===== src/verilog/tcsr_pkg.sv =====
// Shared constants of the tuner control and status register block.
// Assumes a 50 MHz system clock and a two-wire read port sampled by it.
package tcsr_pkg;

  // Clock and link timing
  localparam int SYS_CLK_HZ        = 50_000_000;
  localparam int LINK_PERIOD_NS    = 160;

  // Calibration settle counts in comparison-frequency cycles
  localparam int SETTLE_SHORT_CYC  = 28673;
  localparam int SETTLE_LONG_CYC   = 32769;
  localparam int SETTLE_CNT_W      = 16;

  // Field widths
  localparam int BOOST_W           = 4;
  localparam int CUTOFF_W          = 5;
  localparam int CUTOFF_MHZ_W      = 6;
  localparam int SWING_W           = 3;
  localparam int THRESH_W          = 2;
  localparam int BIAS_W            = 4;
  localparam int RATIO_W           = 5;
  localparam int LEVEL_W           = 2;
  localparam int ADDR_W            = 7;

  // Decode constants
  localparam logic [BOOST_W-1:0]      BOOST_FLAT_MAX  = 4'h4;
  localparam logic [CUTOFF_MHZ_W-1:0] CUTOFF_BASE_MHZ = 6'h05;
  localparam logic [RATIO_W-1:0]      RATIO_MIN       = 5'h00;
  localparam logic [RATIO_W-1:0]      RATIO_MAX       = 5'h1F;

  // Read map: byte offsets
  localparam logic [0:0] REG_STATUS_FLAGS = 1'h0;
  localparam logic [0:0] REG_LEVEL_RATIO  = 1'h1;

  // Status byte bit positions
  localparam int POS_POWER_ON      = 7;
  localparam int POS_LOCK          = 6;
  localparam int POS_TUNE_HIGH     = 5;
  localparam int POS_TUNE_LOW      = 4;
  localparam int POS_CAL_FAULT     = 3;
  // Level and ratio byte layout
  localparam int POS_MARKER        = 7;
  localparam int POS_LEVEL_LSB     = 5;
  localparam int POS_RATIO_LSB     = 0;
  localparam logic [2:0] STATUS_UNDEF = 3'h0;

  // Serial frame constants
  localparam logic [2:0] LAST_BIT  = 3'h7;
  localparam int SYNC_W            = 8;

  typedef enum logic [2:0] {
    TCSR_SER_IDLE  = 3'b000,
    TCSR_SER_ADDR  = 3'b001,
    TCSR_SER_AACK  = 3'b010,
    TCSR_SER_TX    = 3'b011,
    TCSR_SER_MACK  = 3'b100
  } tcsr_ser_e;

  typedef enum logic [1:0] {
    TCSR_CAL_IDLE  = 2'b00,
    TCSR_CAL_WAIT  = 2'b01,
    TCSR_CAL_JUDGE = 2'b10
  } tcsr_cal_e;

endpackage : tcsr_pkg


===== src/verilog/tcsr_top.sv =====
// Control field decode, VCO calibration sequencer and two-wire read port
// of the tuner. Control fields arrive from the write-frame decoder on
// sys_clk; comp_tick is a one-cycle comparison-frequency enable.
//
// Functional notes
// Boost code 0..4 adds no gain, higher codes raise gain monotonically.
// Cut-off code maps linearly, 5 MHz plus code, up to 36 MHz.
// Input pad set attenuates LNA and loop-through; clear keeps normal gain.
// Pump current select bit 1 gives high current, 0 low current.
// Main pump test on lets force bits switch sink and source directly.
// Second pump test on: force 0 gives sink only, 1 source only.
// Pump select 0 enables first pump, 1 enables second pump.
// Master always programs oscillator swing to binary 100.
// Each port bit drives an open-drain output; 1 pulls down.
// Calibration waits 28673 or 32769 comparison cycles per applied code.
// Upper threshold select picks tune-high comparator level; 11 recommended.
// Lower threshold select picks tune-low comparator level; 01 recommended.
// Master always programs baseband bias trim to binary 1101.
// Read is START, address, ack, two data bytes each acked, STOP.
// Byte 0: power-on, lock, tune-high, tune-low, fault; low bits undefined.
// Byte 1: constant 1, input power code, live ratio; MSB first.
// Power-on flag set at supply ramp or dip, cleared after first read.
// Fault flag set when calibration steps ratio past minimum or maximum.
// Live ratio equals programmed code in manual, calibrated code in auto.
// Status snapshot taken at START so both bytes are consistent.
`timescale 1ns/1ps
module tcsr_top
  import tcsr_pkg::*;
#(
  parameter int SHORT_SETTLE = tcsr_pkg::SETTLE_SHORT_CYC,
  parameter int LONG_SETTLE  = tcsr_pkg::SETTLE_LONG_CYC
) (
  // Clock and reset
  input  wire logic                              sys_clk,
  input  wire logic                              rst_b,
  // Control fields from the write-frame decoder
  input  wire logic [tcsr_pkg::BOOST_W-1:0]      baseband_boost,
  input  wire logic [tcsr_pkg::CUTOFF_W-1:0]     cutoff_code,
  input  wire logic                              input_pad,
  input  wire logic                              pump_current_sel,
  input  wire logic                              main_pump_test,
  input  wire logic                              force_sink,
  input  wire logic                              force_source,
  input  wire logic                              second_pump_test,
  input  wire logic                              second_pump_force,
  input  wire logic                              pump_select,
  input  wire logic [tcsr_pkg::SWING_W-1:0]      oscillator_swing,
  input  wire logic [1:0]                        port_ctrl,
  input  wire logic                              settle_select,
  input  wire logic [tcsr_pkg::THRESH_W-1:0]     upper_threshold_sel,
  input  wire logic [tcsr_pkg::THRESH_W-1:0]     lower_threshold_sel,
  input  wire logic [tcsr_pkg::BIAS_W-1:0]       baseband_bias_trim,
  input  wire logic                              cal_manual,
  input  wire logic [tcsr_pkg::RATIO_W-1:0]      prog_ratio,
  input  wire logic                              cal_start,
  input  wire logic                              comp_tick,
  input  wire logic [tcsr_pkg::ADDR_W-1:0]       dev_addr,
  // Analog status, asynchronous
  input  wire logic                              lock_raw,
  input  wire logic                              tune_high_raw,
  input  wire logic                              tune_low_raw,
  input  wire logic                              supply_low_raw,
  input  wire logic [tcsr_pkg::LEVEL_W-1:0]      input_power_raw,
  // Two-wire read port
  input  wire logic                              scl_in,
  input  wire logic                              sda_in,
  output logic                                   sda_out,
  output logic                                   sda_oe_b,
  // Analog settings
  output logic [tcsr_pkg::BOOST_W-1:0]           boost_step,
  output logic [tcsr_pkg::CUTOFF_MHZ_W-1:0]      cutoff_mhz,
  output logic                                   lna_atten,
  output logic                                   loop_atten,
  output logic                                   pump_high_current,
  output logic                                   main_sink_on,
  output logic                                   main_source_on,
  output logic                                   second_sink_on,
  output logic                                   second_source_on,
  output logic                                   first_pump_en,
  output logic                                   second_pump_en,
  output logic [tcsr_pkg::SWING_W-1:0]           swing_out,
  output logic [tcsr_pkg::THRESH_W-1:0]          upper_threshold,
  output logic [tcsr_pkg::THRESH_W-1:0]          lower_threshold,
  output logic [tcsr_pkg::BIAS_W-1:0]            bias_out,
  output logic [1:0]                             port_out,
  output logic [1:0]                             port_oe_b,
  // Calibration
  output logic [tcsr_pkg::RATIO_W-1:0]           live_ratio_code,
  output logic                                   calibration_fault,
  output logic                                   cal_busy
);
  import tcsr_pkg::*;

  // Two-flop synchronisers; only stage two is read by logic
  logic [SYNC_W-1:0] sync1_r;
  logic [SYNC_W-1:0] sync2_r;
  logic [SYNC_W-1:0] sync_nxt;
  logic              scl_s;
  logic              sda_s;
  logic              lock_s;
  logic              high_s;
  logic              low_s;
  logic              vlow_s;
  logic [LEVEL_W-1:0] level_s;
  logic              scl_d_r;
  logic              sda_d_r;

  always_comb begin
    sync_nxt = {input_power_raw, supply_low_raw, tune_low_raw, tune_high_raw,
                lock_raw, sda_in, scl_in};
  end

  always_ff @(posedge sys_clk or negedge rst_b) begin
    if (!rst_b) begin
      sync1_r <= {SYNC_W{1'b1}};
      sync2_r <= {SYNC_W{1'b1}};
      scl_d_r <= 1'b1;
      sda_d_r <= 1'b1;
    end else begin
      sync1_r <= sync_nxt;
      sync2_r <= sync1_r;
      scl_d_r <= scl_s;
      sda_d_r <= sda_s;
    end
  end

  assign {level_s, vlow_s, low_s, high_s, lock_s, sda_s, scl_s} = sync2_r;

  // Analog setting decode
  function automatic logic [BOOST_W-1:0] boost_map(input logic [BOOST_W-1:0] c);
    boost_map = (c <= BOOST_FLAT_MAX) ? '0 : BOOST_W'(c - BOOST_FLAT_MAX);
  endfunction : boost_map

  always_ff @(posedge sys_clk or negedge rst_b) begin
    if (!rst_b) begin
      boost_step        <= '0;
      cutoff_mhz        <= CUTOFF_BASE_MHZ;
      lna_atten         <= 1'b0;
      loop_atten        <= 1'b0;
      pump_high_current <= 1'b0;
      main_sink_on      <= 1'b0;
      main_source_on    <= 1'b0;
      second_sink_on    <= 1'b0;
      second_source_on  <= 1'b0;
      first_pump_en     <= 1'b1;
      second_pump_en    <= 1'b0;
      swing_out         <= '0;
      upper_threshold   <= '0;
      lower_threshold   <= '0;
      bias_out          <= '0;
      port_out          <= '0;
      port_oe_b         <= '1;
    end else begin
      boost_step        <= boost_map(baseband_boost);
      cutoff_mhz        <= CUTOFF_MHZ_W'(cutoff_code) + CUTOFF_BASE_MHZ;
      lna_atten         <= input_pad;
      loop_atten        <= input_pad;
      pump_high_current <= pump_current_sel;
      main_sink_on      <= main_pump_test & force_sink;
      main_source_on    <= main_pump_test & force_source;
      second_sink_on    <= second_pump_test & ~second_pump_force;
      second_source_on  <= second_pump_test & second_pump_force;
      first_pump_en     <= ~pump_select;
      second_pump_en    <= pump_select;
      // Passed through unchecked; the master owns the only legal value
      swing_out         <= oscillator_swing;
      upper_threshold   <= upper_threshold_sel;
      lower_threshold   <= lower_threshold_sel;
      bias_out          <= baseband_bias_trim;
      port_out          <= '0;
      port_oe_b         <= ~port_ctrl;
    end
  end

  // Calibration sequencer
  tcsr_cal_e               cal_st_r;
  tcsr_cal_e               cal_st_nxt;
  logic [SETTLE_CNT_W-1:0] wait_r;
  logic [SETTLE_CNT_W-1:0] wait_nxt;
  logic [RATIO_W-1:0]      ratio_r;
  logic [RATIO_W-1:0]      ratio_nxt;
  logic                    fault_r;
  logic                    fault_nxt;
  logic [SETTLE_CNT_W-1:0] settle_len;

  assign settle_len = settle_select ? SETTLE_CNT_W'(LONG_SETTLE)
                                    : SETTLE_CNT_W'(SHORT_SETTLE);

  always_comb begin
    cal_st_nxt = cal_st_r;
    wait_nxt   = wait_r;
    ratio_nxt  = ratio_r;
    fault_nxt  = fault_r;
    case (cal_st_r)
      TCSR_CAL_IDLE: begin
        if (cal_manual) begin
          ratio_nxt = prog_ratio;
        end else if (cal_start) begin
          ratio_nxt  = prog_ratio;
          fault_nxt  = 1'b0;
          wait_nxt   = '0;
          cal_st_nxt = TCSR_CAL_WAIT;
        end
      end
      TCSR_CAL_WAIT: begin
        if (comp_tick) begin
          wait_nxt = SETTLE_CNT_W'(wait_r + 1'b1);
          if (SETTLE_CNT_W'(wait_r + 1'b1) == settle_len) begin
            cal_st_nxt = TCSR_CAL_JUDGE;
          end
        end
      end
      TCSR_CAL_JUDGE: begin
        wait_nxt   = '0;
        cal_st_nxt = TCSR_CAL_IDLE;
        // Tuning voltage too high means the ratio must rise, too low fall
        if (high_s) begin
          if (ratio_r == RATIO_MAX) begin
            fault_nxt = 1'b1;
          end else begin
            ratio_nxt  = ratio_r + 1'b1;
            cal_st_nxt = TCSR_CAL_WAIT;
          end
        end else if (low_s) begin
          if (ratio_r == RATIO_MIN) begin
            fault_nxt = 1'b1;
          end else begin
            ratio_nxt  = ratio_r - 1'b1;
            cal_st_nxt = TCSR_CAL_WAIT;
          end
        end
      end
      default: cal_st_nxt = TCSR_CAL_IDLE;
    endcase
  end

  always_ff @(posedge sys_clk or negedge rst_b) begin
    if (!rst_b) begin
      cal_st_r          <= TCSR_CAL_IDLE;
      wait_r            <= '0;
      ratio_r           <= '0;
      fault_r           <= 1'b0;
      live_ratio_code   <= '0;
      calibration_fault <= 1'b0;
      cal_busy          <= 1'b0;
    end else begin
      cal_st_r          <= cal_st_nxt;
      wait_r            <= wait_nxt;
      ratio_r           <= ratio_nxt;
      fault_r           <= fault_nxt;
      live_ratio_code   <= ratio_nxt;
      calibration_fault <= fault_nxt;
      cal_busy          <= (cal_st_nxt != TCSR_CAL_IDLE);
    end
  end

  // Two-wire read port
  tcsr_ser_e    ser_st_r;
  tcsr_ser_e    ser_st_nxt;
  logic [2:0]   bit_r;
  logic [2:0]   bit_nxt;
  logic [7:0]   shift_r;
  logic [7:0]   shift_nxt;
  logic         byte_r;
  logic         byte_nxt;
  logic         drive_nxt;
  logic [15:0]  snap_r;
  logic [15:0]  snap_nxt;
  logic         done_r;
  logic         done_nxt;
  logic         por_r;
  logic         por_nxt;
  logic         scl_rise;
  logic         scl_fall;
  logic         start_cond;
  logic         stop_cond;

  assign scl_rise   = scl_s & ~scl_d_r;
  assign scl_fall   = ~scl_s & scl_d_r;
  assign start_cond = scl_s & scl_d_r & sda_d_r & ~sda_s;
  assign stop_cond  = scl_s & scl_d_r & ~sda_d_r & sda_s;

  always_comb begin
    ser_st_nxt = ser_st_r;
    bit_nxt    = bit_r;
    shift_nxt  = shift_r;
    byte_nxt   = byte_r;
    drive_nxt  = ~sda_oe_b;
    snap_nxt   = snap_r;
    done_nxt   = done_r;
    por_nxt    = por_r;
    if (start_cond) begin
      ser_st_nxt = TCSR_SER_ADDR;
      bit_nxt    = '0;
      // Leftover bits of the last frame could pose as a complete address
      shift_nxt  = '0;
      byte_nxt   = REG_STATUS_FLAGS;
      drive_nxt  = 1'b0;
      done_nxt   = 1'b0;
      snap_nxt   = '0;
      snap_nxt[8+POS_POWER_ON]  = por_r;
      snap_nxt[8+POS_LOCK]      = lock_s;
      snap_nxt[8+POS_TUNE_HIGH] = high_s;
      snap_nxt[8+POS_TUNE_LOW]  = low_s;
      snap_nxt[8+POS_CAL_FAULT] = fault_r;
      snap_nxt[8+2:8]           = STATUS_UNDEF;
      snap_nxt[POS_MARKER]      = 1'b1;
      snap_nxt[POS_LEVEL_LSB +: LEVEL_W] = level_s;
      snap_nxt[POS_RATIO_LSB +: RATIO_W] = ratio_r;
    end else if (stop_cond) begin
      ser_st_nxt = TCSR_SER_IDLE;
      drive_nxt  = 1'b0;
      if (done_r) begin
        por_nxt  = 1'b0;
        done_nxt = 1'b0;
      end
    end else begin
      case (ser_st_r)
        TCSR_SER_IDLE: drive_nxt = 1'b0;
        TCSR_SER_ADDR: begin
          if (scl_rise) begin
            shift_nxt = {shift_r[6:0], sda_s};
            bit_nxt   = bit_r + 1'b1;
          end else if (scl_fall && bit_r == '0 && shift_r != '0) begin
            // Only reads to our address are answered; writes belong elsewhere
            if (shift_r[7:1] == dev_addr && shift_r[0]) begin
              drive_nxt  = 1'b1;
              ser_st_nxt = TCSR_SER_AACK;
            end else begin
              ser_st_nxt = TCSR_SER_IDLE;
            end
          end
        end
        TCSR_SER_AACK, TCSR_SER_MACK: begin
          if (scl_rise && ser_st_r == TCSR_SER_MACK && sda_s) begin
            ser_st_nxt = TCSR_SER_IDLE; // master declined further data
          end else if (scl_fall) begin
            if (ser_st_r == TCSR_SER_MACK && byte_r == REG_LEVEL_RATIO) begin
              drive_nxt  = 1'b0;
              ser_st_nxt = TCSR_SER_IDLE;
            end else begin
              shift_nxt  = (ser_st_r == TCSR_SER_AACK) ? snap_r[15:8] : snap_r[7:0];
              byte_nxt   = (ser_st_r == TCSR_SER_AACK) ? REG_STATUS_FLAGS
                                                       : REG_LEVEL_RATIO;
              drive_nxt  = ~((ser_st_r == TCSR_SER_AACK) ? snap_r[15] : snap_r[7]);
              bit_nxt    = '0;
              ser_st_nxt = TCSR_SER_TX;
            end
          end
        end
        TCSR_SER_TX: begin
          if (scl_fall) begin
            if (bit_r == LAST_BIT) begin
              drive_nxt  = 1'b0;
              ser_st_nxt = TCSR_SER_MACK;
              if (byte_r == REG_LEVEL_RATIO) begin
                done_nxt = 1'b1;
              end
            end else begin
              shift_nxt = {shift_r[6:0], 1'b0};
              drive_nxt = ~shift_r[6];
              bit_nxt   = bit_r + 1'b1;
            end
          end
        end
        default: ser_st_nxt = TCSR_SER_IDLE;
      endcase
    end
    // A supply dip in the clearing cycle still leaves the flag set
    if (vlow_s) begin
      por_nxt = 1'b1;
    end
  end

  always_ff @(posedge sys_clk or negedge rst_b) begin
    if (!rst_b) begin
      ser_st_r <= TCSR_SER_IDLE;
      bit_r    <= '0;
      shift_r  <= '0;
      byte_r   <= REG_STATUS_FLAGS;
      snap_r   <= '0;
      done_r   <= 1'b0;
      por_r    <= 1'b1;
      sda_out  <= 1'b0;
      sda_oe_b <= 1'b1;
    end else begin
      ser_st_r <= ser_st_nxt;
      bit_r    <= bit_nxt;
      shift_r  <= shift_nxt;
      byte_r   <= byte_nxt;
      snap_r   <= snap_nxt;
      done_r   <= done_nxt;
      por_r    <= por_nxt;
      sda_out  <= 1'b0;
      sda_oe_b <= ~drive_nxt;
    end
  end

endmodule : tcsr_top


===== config.mk =====
export PLATFORM = sky130hd
export DESIGN_NAME = tcsr_top
export DESIGN_NICKNAME = d
export VERILOG_FILES = /design/src/verilog/tcsr_pkg.sv /design/src/verilog/tcsr_top.sv
export SDC_FILE = /design/constraint.sdc
export NUM_CORES = 1
export LEC_CHECK = 0
export BUFFER_PORTS_ARGS = -buffer_cell sky130_fd_sc_hd__buf_4
export CAP_MARGIN = 10
export CORE_MARGIN = 8
export CORE_UTILIZATION = 59
export CTS_CLUSTER_SIZE = 25
export DETAILED_ROUTE_END_ITERATION = 8
export PLACE_DENSITY_LB_ADDON = 0.2
export SLEW_MARGIN = 20
export SYNTH_ARGS = -nofsm -noshare
export SYNTH_HDL_FRONTEND = slang
export SYNTH_SLANG_ARGS = --single-unit

===== constraint.sdc =====
create_clock -name sys_clk -period 5.1 [get_ports sys_clk]
set_clock_uncertainty 0.05 [all_clocks]
set_input_delay 1.02 -clock sys_clk [delete_from_list [all_inputs] [get_ports sys_clk]]
set_output_delay 1.02 -clock sys_clk [all_outputs]
set_load 0.1 [all_outputs]

[Word-level counts from Yosys, hierarchy flattened]
Index checks and enable logic that the tools add are counted.
Storage, ports and cells
  register bits after elaboration: 105
  bits of input ports: 56
  logic and storage cells: 216
Operators by class
  add/subtract/negate cells: 6
  $lt $le $gt $ge: 1
  equal/unequal tests: 35
  muxes and demuxes: 88
  bitwise gates (word level): 22
  reductions and logical operators: 32
Operators with widths (number)
  8-bit 2-to-1 mux: 9
  16-bit 2-to-1 mux: 4
  3-bit 2-to-1 mux: 16
  16-bit one-hot mux with 3 select lines: 1
  3-bit != test, second input constant: 13
  1-bit 2-to-1 mux: 37
  5-bit 2-to-1 mux: 6
  8-bit one-hot mux with 3 select lines: 1
  16-bit by 1-bit adder with 16-bit output, second input constant: 1
  16-bit == test: 1
  4-bit != test, second input constant: 4
  3-bit nonzero test: 5
  2-bit 2-to-1 mux: 7
  2-bit != test, second input constant: 7
  3-bit one-hot mux with 4 select lines: 1
  6-bit AND reduction: 2
  2-bit nonzero test: 6
  1-bit AND: 11
  1-bit inverter: 10
  5-bit one-hot mux with 2 select lines: 1
  5-bit AND reduction: 2
  3-bit one-hot mux with 3 select lines: 1
  4-bit AND reduction: 2
  8-bit AND reduction: 1
  27 further kinds: 35

[Longest topological paths before layout]
Gate-level depths: netlist of run 1.
  word-level depth: 10
  mapped depth: 9

[Least setup slack after synthesis of run 1]
Ideal clock, no wire load.
  path type: register to output
  start point: register loop_atten
  end point: output port loop_atten
  arrival time: 1.324 ns
  data required time: 4.030 ns
  path slack: 2.706 ns
  stages on the path, launching flop included: 2
  buffers on the path: 1
  cells stage by stage: dfrtp_1 buf_4
RTL lines
  start, declared: line tcsr_top.sv:73  | output logic loop_atten,
  start signal, assigned: line tcsr_top.sv:157  | loop_atten <= input_pad;
No word-level cell between the ends.

[Final worst setup path of run 1]
  start point: register wait_r[0]
  end point: register cal_st_r[0]
Between the ends
  cells in the longest elaborated chain, start to end: 5
Ends and longest elaborated chain
  start, declared: line tcsr_top.sv:178  | logic [SETTLE_CNT_W-1:0] wait_r;
  start signal, assigned: line tcsr_top.sv:248  | wait_r <= wait_nxt;
  16-bit by 1-bit adder with 16-bit output: line tcsr_top.sv:208  | if (SETTLE_CNT_W'(wait_r + 1'b1) == settle_len) begin
  16-bit == test: line tcsr_top.sv:208
  2-bit 2-to-1 mux: line tcsr_top.sv:208
  2-bit 2-to-1 mux: line tcsr_top.sv:206  | if (comp_tick) begin
  2-bit one-hot mux with 3 select lines: line tcsr_top.sv:194  | case (cal_st_r)
  named net cal_st_nxt[0]: line tcsr_top.sv:177  | tcsr_cal_e cal_st_nxt;
  end signal, assigned: line tcsr_top.sv:247  | cal_st_r <= cal_st_nxt;
  end, declared: line tcsr_top.sv:176  | tcsr_cal_e cal_st_r;
The timed path passes the listed nets, and every way through them passes these cells.
A chain may end at the register's enable or synchronous reset.

==> results.txt, run 1 <==
----------------------------------------------------
[Status]
  Outcome ... finished, final reports clean

[Drt]
  Number of DRC violations after detailed routing ... 0
  Vias/cell ... 5.69
  Antenna-violating nets left ... 0
  Drt initial violations ... 160
  Initial DRT Pass Iterations ... 5
  Overall routed net length ... 11.0 mm
  Final routed wire length divided by cell count ... 15.8 um
  Via Count ... 3,975

[Logic synthesis]
  Synthesis warning total ... 0
  EDFF count, synth ... 0
  Ys flop type ... dfrtp_1
  Area share of the largest cell type after synthesis ... 40.8%
  Top cells by area, synth ... dfrtp_1 (41%), dfstp_2 (13%), nand2_1 (5.8%), o21ai_0 (5.7%), nor2_1 (3.3%)
  Most repeated cell in the gate-level netlist after synthesis ... dfrtp_1
  Most used standard cells in the synthesized netlist ... dfrtp_1 (80), nand2_1 (76), o21ai_0 (56)
  Total standard cell area after synthesis ... 4910 um2
  Post-synthesis cell count ... 505
  Share of synthesized flip-flops with an asynchronous set or reset ... 100%
  Register area share after synthesis ... 54.2%
  Avg Synthesized Cell Area ... 9.72 um2
  Post-synth cell types ... 53
  Cell accounting for the most synthesized area ... dfrtp_1
  Number of flip-flops and latches in the synthesized netlist ... 105

[Setup path]
  Slowest cell on crit path ... or4_1
  Crit path buffers/inverters ... 0
  Cell chain of the critical path ... ha_1, and3_1, or4_1, o22ai_1, a21oi_1, nor4b_2, a41oi_1
  Largest delay contributor family on the critical path ... simple AND/OR/NAND/NOR gates
  Data arrival time at the worst-slack endpoint ... 2620 ps
  Endpoint required time on the critical path ... 5280 ps
  CP Class ... register to register
  Capture instance of the worst register-to-register path ... cal_st_r[0]$_DFF_PN0_
  Maximum fanout count along the critical path ... 7
  R2r worst-path depth ... 7
  CP startpoint kind ... register
  Max incr delay on CP ... 530 ps
  Setup slack, reg-to-reg ... 2660 ps
  Reg2Reg Launch Point ... wait_r[0]$_DFFE_PN0P_
  Critical Path Sink Type ... register

[Floorplan]
  Die X ... 107 um
  Io pins ... 99
  Die outline area ... 11,500 um2
  Die H ... 107 um
  Number of core rows ... 33
  Initial Utilization ... 60.3%
  Core Area ... 8130 um2

[Layout]
  Layout area overhead ... 19.7%
  Final design utilization ... 72.2%
  Ant. Diodes ... 0
  Final layout net count ... 655
  Fraction of layout cells with a size suffix above 1 ... 24.7%
  Count of placed standard cells in the final layout, fillers left out ... 699

[CTS]
  Number of levels in the clock H-tree ... 3
  Clock transition time at the flip-flop clock pins of the worst setup and hold paths ... 120 ps
  Clock insertion delay at the later pin of the skew report ... 370 ps
  CTS resizes ... 0
  Clock tree root buffer cell ... clkbuf_8
  CTS tree ... done
  Hold-fix buffer count after cts ... 0
  Maximum buffer depth of the clock tree ... 2
  Num CTS Buffers ... 9
  Number of buffers added for setup after CTS ... 0
  Clock Sinks ... 105

[Worst hold path]
  Class of the tightest hold or removal check ... register to register
  Cell count of the worst hold path ... 0
  Endpoint with the worst hold slack ... sync2_r[1]$_DFF_PN1_
  Hold path start ... sync1_r[1]$_DFF_PN1_

[Place]
  Number of cells in the design after placement ... 683
  Half-perimeter wire length of the detailed placement result ... 8.07 mm
  Gp weighted congestion ... 0.845
  I/O Buffers ... 95

[GRT]
  Overflow left after global routing ... 0
  Layer with the highest usage after global routing ... met2
  Global-route track usage on met3 ... 7.08%
  Met1 usage ... 22.8%
  Maximum number of pins on one net before global-route repair ... 60
  Number of global-route vias before repair ... 3,968
  Overall fraction of global-route tracks in use ... 19.6%
  Number of antenna violations at the first check in global routing ... 0
  Met2 capacity usage during global routing ... 33.6%
  Wire length of the first global-routing pass ... 18.5 mm

[STA]
  Count of endpoints failing hold in the final timing report ... 0
  Number of pins exceeding their max-slew limit in the final report ... 0
  Post-Route Setup TNS ... 0 ps
  Highest clock rate ... 410 MHz
  Time the worst path needs with I/O delays and setup ... 2440 ps
  Max transition margin ... 26.2%
  Unrepaired setup endpoints after global routing ... no
  Fin crit share ... 47.8%
  Setup violation total in the final timing report ... 0
  Slew at the pin closest to its max-slew limit ... 1100 ps

[Power]
  Ratio of total power to cell area ... 362 nW/um2
  Worst VDD drop ... 0.211 mV
  P_leak ... 0.00269 uW
  Power after layout ... 2130 uW

[Flow run]
  MaxCap Viol Count ... 0

----------------------------------------------------
-- power breakdown --
group	internal [uW]	switching (uW)
Combinational	205	341
Sequential	929	126
Clock	202	326
Total	1340	792
-- worst max path at each step --
stage	slack (ps)	cells after the start	to	from
5_1_grt	2530	7	cal_st_r[0]$_DFF_PN0_	wait_r[0]$_DFFE_PN0P_
6_report	2660	7	cal_st_r[0]$_DFF_PN0_	wait_r[0]$_DFFE_PN0P_
3_3_place_gp	2510	5	wait_r[4]$_DFFE_PN0P_	comp_tick
3_5_place_dp	2470	5	wait_r[7]$_DFFE_PN0P_	comp_tick
2_1_floorplan	2710	1	loop_atten	loop_atten$_DFF_PN0_
4_1_cts	2700	7	cal_st_r[0]$_DFF_PN0_	wait_r[0]$_DFFE_PN0P_
-- metal layers --
metal	vias up	part of all wire, %
li1	1921	-
met1	1914	40
met2	126	51
met3	14	8.0
met4	0	0.94
met5	-	0
-- placed cells by master, fill, tap and decap left out, types with 5 or more instances in the layout --
cell	instances
a31oi_1	7
clkbuf_8	9
and3_1	5
dfstp_2	25
nand2_1	76
ha_1	9
o221ai_1	5
nor2_1	43
nand3_1	13
nand4_1	7
inv_1	16
nor2b_1	7
o21ai_0	56
nor3_1	9
o22ai_1	6
nand2b_1	12
a21o_1	5
and2_1	7
a21oi_1	16
buf_4	97
xor2_1	9
or2_2	5
dfrtp_1	80
xnor2_1	10
-- final cells by class --
cell class,instances,area [um2]
fill,595,2260
timing repair buffer,97,728
inverter,16,60.1
clock buffer,9,124
multi-input combinational,360,2080
tap,105,131
clock inverter,7,88.8
sequential,105,2660
-- per-stage QoR --
stage	setup WS, ps	area [um2]	hold slack, ps
after floorplan	2710	4910	295
after global placement	2510	5660	296
after detailed placement	2470	5660	297
after CTS	2700	5870	314
after global routing	2530	5870	317
final	2660	5870	313
-- registers in the layout (all words and copies together), names as in the netlist, 2 cells and up --
signal and count:
sync2_r 8, lower_threshold 2, snap_r 13, port_oe_b 2
sync1_r 8, ser_st_r 3, swing_out 3, wait_r 16
ratio_r 5, shift_r 8, cutoff_mhz 6, bias_out 4
boost_step 4, bit_r 3, cal_st_r 2, upper_threshold 2
-- cells by family (layout without fill, tap and decap cells) --
kind of cell,count (synthesis),count (layout),share of synthesized area [%]
adder cells (fa/ha/maj),10,10,2.70
other,1,3,0.0764
flip-flops,105,105,54.2
XOR/XNOR,19,19,3.39
multiplexers,4,4,0.841
AND/OR/NAND/NOR,200,200,19.8
buffers and inverters,42,129,3.52
AO/OA/AOI/OAI,124,124,15.5
No activity file was read; power rests on OpenSTA's default activity.
==> run 2: changes to the inputs <==
--- a/config.mk
+++ b/config.mk
@@ -5,10 +5,11 @@
 export SDC_FILE = /design/constraint.sdc
 export NUM_CORES = 1
 export LEC_CHECK = 0
+export ABC_AREA = 1
 export BUFFER_PORTS_ARGS = -buffer_cell sky130_fd_sc_hd__buf_4
 export CAP_MARGIN = 10
 export CORE_MARGIN = 8
-export CORE_UTILIZATION = 59
+export CORE_UTILIZATION = 55
 export CTS_CLUSTER_SIZE = 25
 export DETAILED_ROUTE_END_ITERATION = 8
 export PLACE_DENSITY_LB_ADDON = 0.2
==> constraint.sdc (replaced) <==
create_clock -name sys_clk -period 2.52 [get_ports sys_clk]
set_clock_uncertainty 0.05 [all_clocks]
set_input_delay 0.504 -clock sys_clk [delete_from_list [all_inputs] [get_ports sys_clk]]
set_output_delay 0.504 -clock sys_clk [all_outputs]
set_load 0.1 [all_outputs]
==> results.txt, run 2 <==
----------------------------------------------------
[Setup path]
  Endpoint required time on the critical path ... 2770 ps
  Critical Path Sink Type ... register
  Beginning of the critical path ... sync2_r[0]$_DFF_PN1_
  Capturing instance or port of the critical path ... bit_r[0]$_DFFE_PN0P_
  R2r worst-path depth ... 9
  Capture instance of the worst register-to-register path ... bit_r[0]$_DFFE_PN0P_
  Data arrival time at the worst-slack endpoint ... 2310 ps
  CP startpoint kind ... register
  Reg2Reg Launch Point ... sync2_r[0]$_DFF_PN1_
  Maximum fanout count along the critical path ... 21
  CP Class ... register to register
  Setup slack, reg-to-reg ... 450 ps

[Logic synthesis]
  Most repeated cell in the gate-level netlist after synthesis ... nand2_1
  Total standard cell area after synthesis ... 4920 um2
  Area share of fa/ha/maj cells after synthesis ... 2.70%
  Top cells by area, synth ... dfrtp_1 (41%), dfstp_2 (13%), nand2_1 (10%), inv_1 (6.3%), o21ai_0 (5.0%)
  Synthesis warning total ... 0
  Share of the synthesized area in compound gates (AO/OA/AOI/OAI) ... 10.3%
  Number of flip-flops and latches in the synthesized netlist ... 105
  Most used standard cells in the synthesized netlist ... nand2_1 (136), inv_1 (83), dfrtp_1 (80)
  Cell accounting for the most synthesized area ... dfrtp_1
  EDFF count, synth ... 0
  Share of synthesized flip-flops with an asynchronous set or reset ... 100%
  Multiplexer area fraction after synthesis ... 0.229%
  Post-synthesis cell count ... 566
  Ys flop type ... dfrtp_1
  Synth Area in Simple Gates ... 21.6%
  Post-synth cell types ... 40
  Register area share after synthesis ... 54.1%
  Avg Synthesized Cell Area ... 8.69 um2
  Area share of xor/xnor cells in the synthesized design ... 2.85%
  Dominant combinational cell family by area after synthesis ... simple AND/OR/NAND/NOR gates
  Area share of the largest cell type after synthesis ... 40.7%

[Flow run]
  MaxCap Viol Count ... 0

[STA]
  Slew at the pin closest to its max-slew limit ... 496 ps
  Setup violation total in the final timing report ... 0
  Highest clock rate ... 484 MHz
  Fin crit share ... 82.0%
  Number of pins exceeding their max-slew limit in the final report ... 0
  Unrepaired setup endpoints after global routing ... no
  Time the worst path needs with I/O delays and setup ... 2070 ps
  Post-Route Setup TNS ... 0 ps
  Count of endpoints failing hold in the final timing report ... 0
  Max transition margin ... 66.8%

[Drt]
  Overall routed net length ... 10.9 mm
  Number of DRC violations after detailed routing ... 0
  Antenna-violating nets left ... 0
  Via Count ... 4,042
  Final routed wire length divided by cell count ... 14.0 um
  Vias/cell ... 5.18
  Drt initial violations ... 204
  Initial DRT Pass Iterations ... 5

[CTS]
  Clock tree root buffer cell ... clkbuf_8
  Number of levels in the clock H-tree ... 3
  Maximum buffer depth of the clock tree ... 2
  Clock transition time at the flip-flop clock pins of the worst setup and hold paths ... 120 ps
  Clock Sinks ... 105
  Num CTS Buffers ... 9
  CTS tree ... done
  Clock insertion delay at the later pin of the skew report ... 380 ps

[Layout]
  Final design utilization ... 68.9%
  Max reg flops ... 16
  Most common cell after layout, fill and taps aside ... nand2_1
  Fraction of layout cells with a size suffix above 1 ... 23.6%
  Layout area overhead ... 21.5%
  Largest register by flop count ... wait_r
  Regs by FF count ... wait_r x16, snap_r x13
  Commonest non-fill, non-tap cells in the layout ... nand2_1 (136), buf_4 (101), inv_1 (83), dfrtp_1 (80), o21ai_0 (49)
  Final layout net count ... 734
  Ant. Diodes ... 0

[Worst hold path]
  Class of the tightest hold or removal check ... input port to register

[GRT]
  Overflow left after global routing ... 0
  Overall fraction of global-route tracks in use ... 17.7%
  Maximum number of pins on one net before global-route repair ... 55
  Number of global-route vias before repair ... 4,087
  Wire length of the first global-routing pass ... 18.4 mm
  Number of antenna violations at the first check in global routing ... 0

[Place]
  Half-perimeter wire length of the detailed placement result ... 8.33 mm
  Gp weighted congestion ... 0.910
  I/O Buffers ... 95

[Floorplan]
  Die H ... 111 um
  Number of core rows ... 34
  Initial Utilization ... 56.7%
  Io pins ... 99
  Die outline area ... 12,200 um2
  Die X ... 111 um
  Core Area ... 8680 um2

[Power]
  Sequential share of power ... 41.2%
  Net switching power ... 2550 uW
  Ratio of total power to cell area ... 953 nW/um2
  Worst VDD drop ... 0.554 mV
  P_leak ... 0.00293 uW
  Share of total power in the clock network ... 19.0%
  Power after layout ... 5700 uW
  Sw Share ... 44.8%
  Internal power ... 3140 uW
  Share of total power in combinational logic ... 39.8%

[Status]
  Outcome ... finished, final reports clean

----------------------------------------------------
run 2: changes by cell type after synthesis, sizes merged, moves of 6 or more:
cell / delta
a31oi: -6
and2: -7
clkbuf: -17
inv: +69
nand2: +62
nand2b: -12
nand3: +14
nor2: +7
nor2b: -7
o22ai: +7
run 2: repair_timing:
| item | in CTS | in global routing |
|---|---|---|
| hold endpoints to repair | 19 | 0 |
| buffers inserted | 0 | 0 |
| hold buffers | 1 | 0 |
| gates resized for setup | 0 | 0 |
run 2: power by group through the flow:
stage	clock network, uW	registers [uW]	logic (uW)
6_report	1080	2350	2270
5_1_grt	1180	2390	2510
4_1_cts	1120	2340	2270
3_5_place_dp	0	2370	2260
3_3_place_gp	0	2360	2210
2_1_floorplan	0	2890	1190
run 2: stage by stage:
stage	setup slack [ps]	area [um2]	hold slack (ps)	std cells
floorplan	433	4930	158	568
global placement	593	5750	295	764
detailed placement	485	5750	297	764
CTS	455	5980	134	781
global route	256	5980	133	781
finish	453	5980	155	781
run 2: worst max-delay path, stage by stage, from the launching register on:
cell and delay (ps):
dfstp_2 580, nand2_1 90, nor3_4 160, buf_4 220
nor2_1 80, inv_1 90, o211ai_2 110, nor2_4 390
nand3_1 120, o21ai_0 110
run 2: how the worst min path moves through the flow:
stage,from,to,slack (ps),depth (start not counted)
after floorplan,rst_b,bias_out[0]$_DFF_PN0_,160,0
after global placement,sync1_r[1]$_DFF_PN1_,sync2_r[1]$_DFF_PN1_,300,0
after detailed placement,sync1_r[7]$_DFF_PN1_,sync2_r[7]$_DFF_PN1_,300,0
after CTS,port_ctrl[1],port_oe_b[1]$_DFF_PN1_,130,2
after global routing,port_ctrl[1],port_oe_b[1]$_DFF_PN1_,130,2
final,port_ctrl[1],port_oe_b[1]$_DFF_PN1_,160,2
run 2: cell type report:
class                           instances  area (um2)
Fill cell                             707        2700
Clock buffer                            9         124
Timing Repair Buffer                  103         788
Clock inverter                          7        91.3
Sequential cell                       105        2660
Tap cell                              108         135
Inverter                               85         319
Multi-Input combinational cell        364        1860
run 2: routing by layer:
layer	global-route usage (%)	wire (um)	vias to the layer above	share of wire, %
met1	20.1	4540	1881	42
li1	-	-	2011	-
met5	0	0	-	0
met3	7.14	907	19	8.3
met2	30.2	5310	131	49
met4	4.77	148	0	1.4
run 2: cell families (layout without fill, tap and decap cells):
logic type | count (synthesis) | count (layout)
simple gates | 243 | 243
flops | 105 | 105
buf+inv | 99 | 204
compound gates | 91 | 91
xor+xnor | 16 | 16
fa+ha+maj | 10 | 10
other cells | 1 | 3
mux | 1 | 1
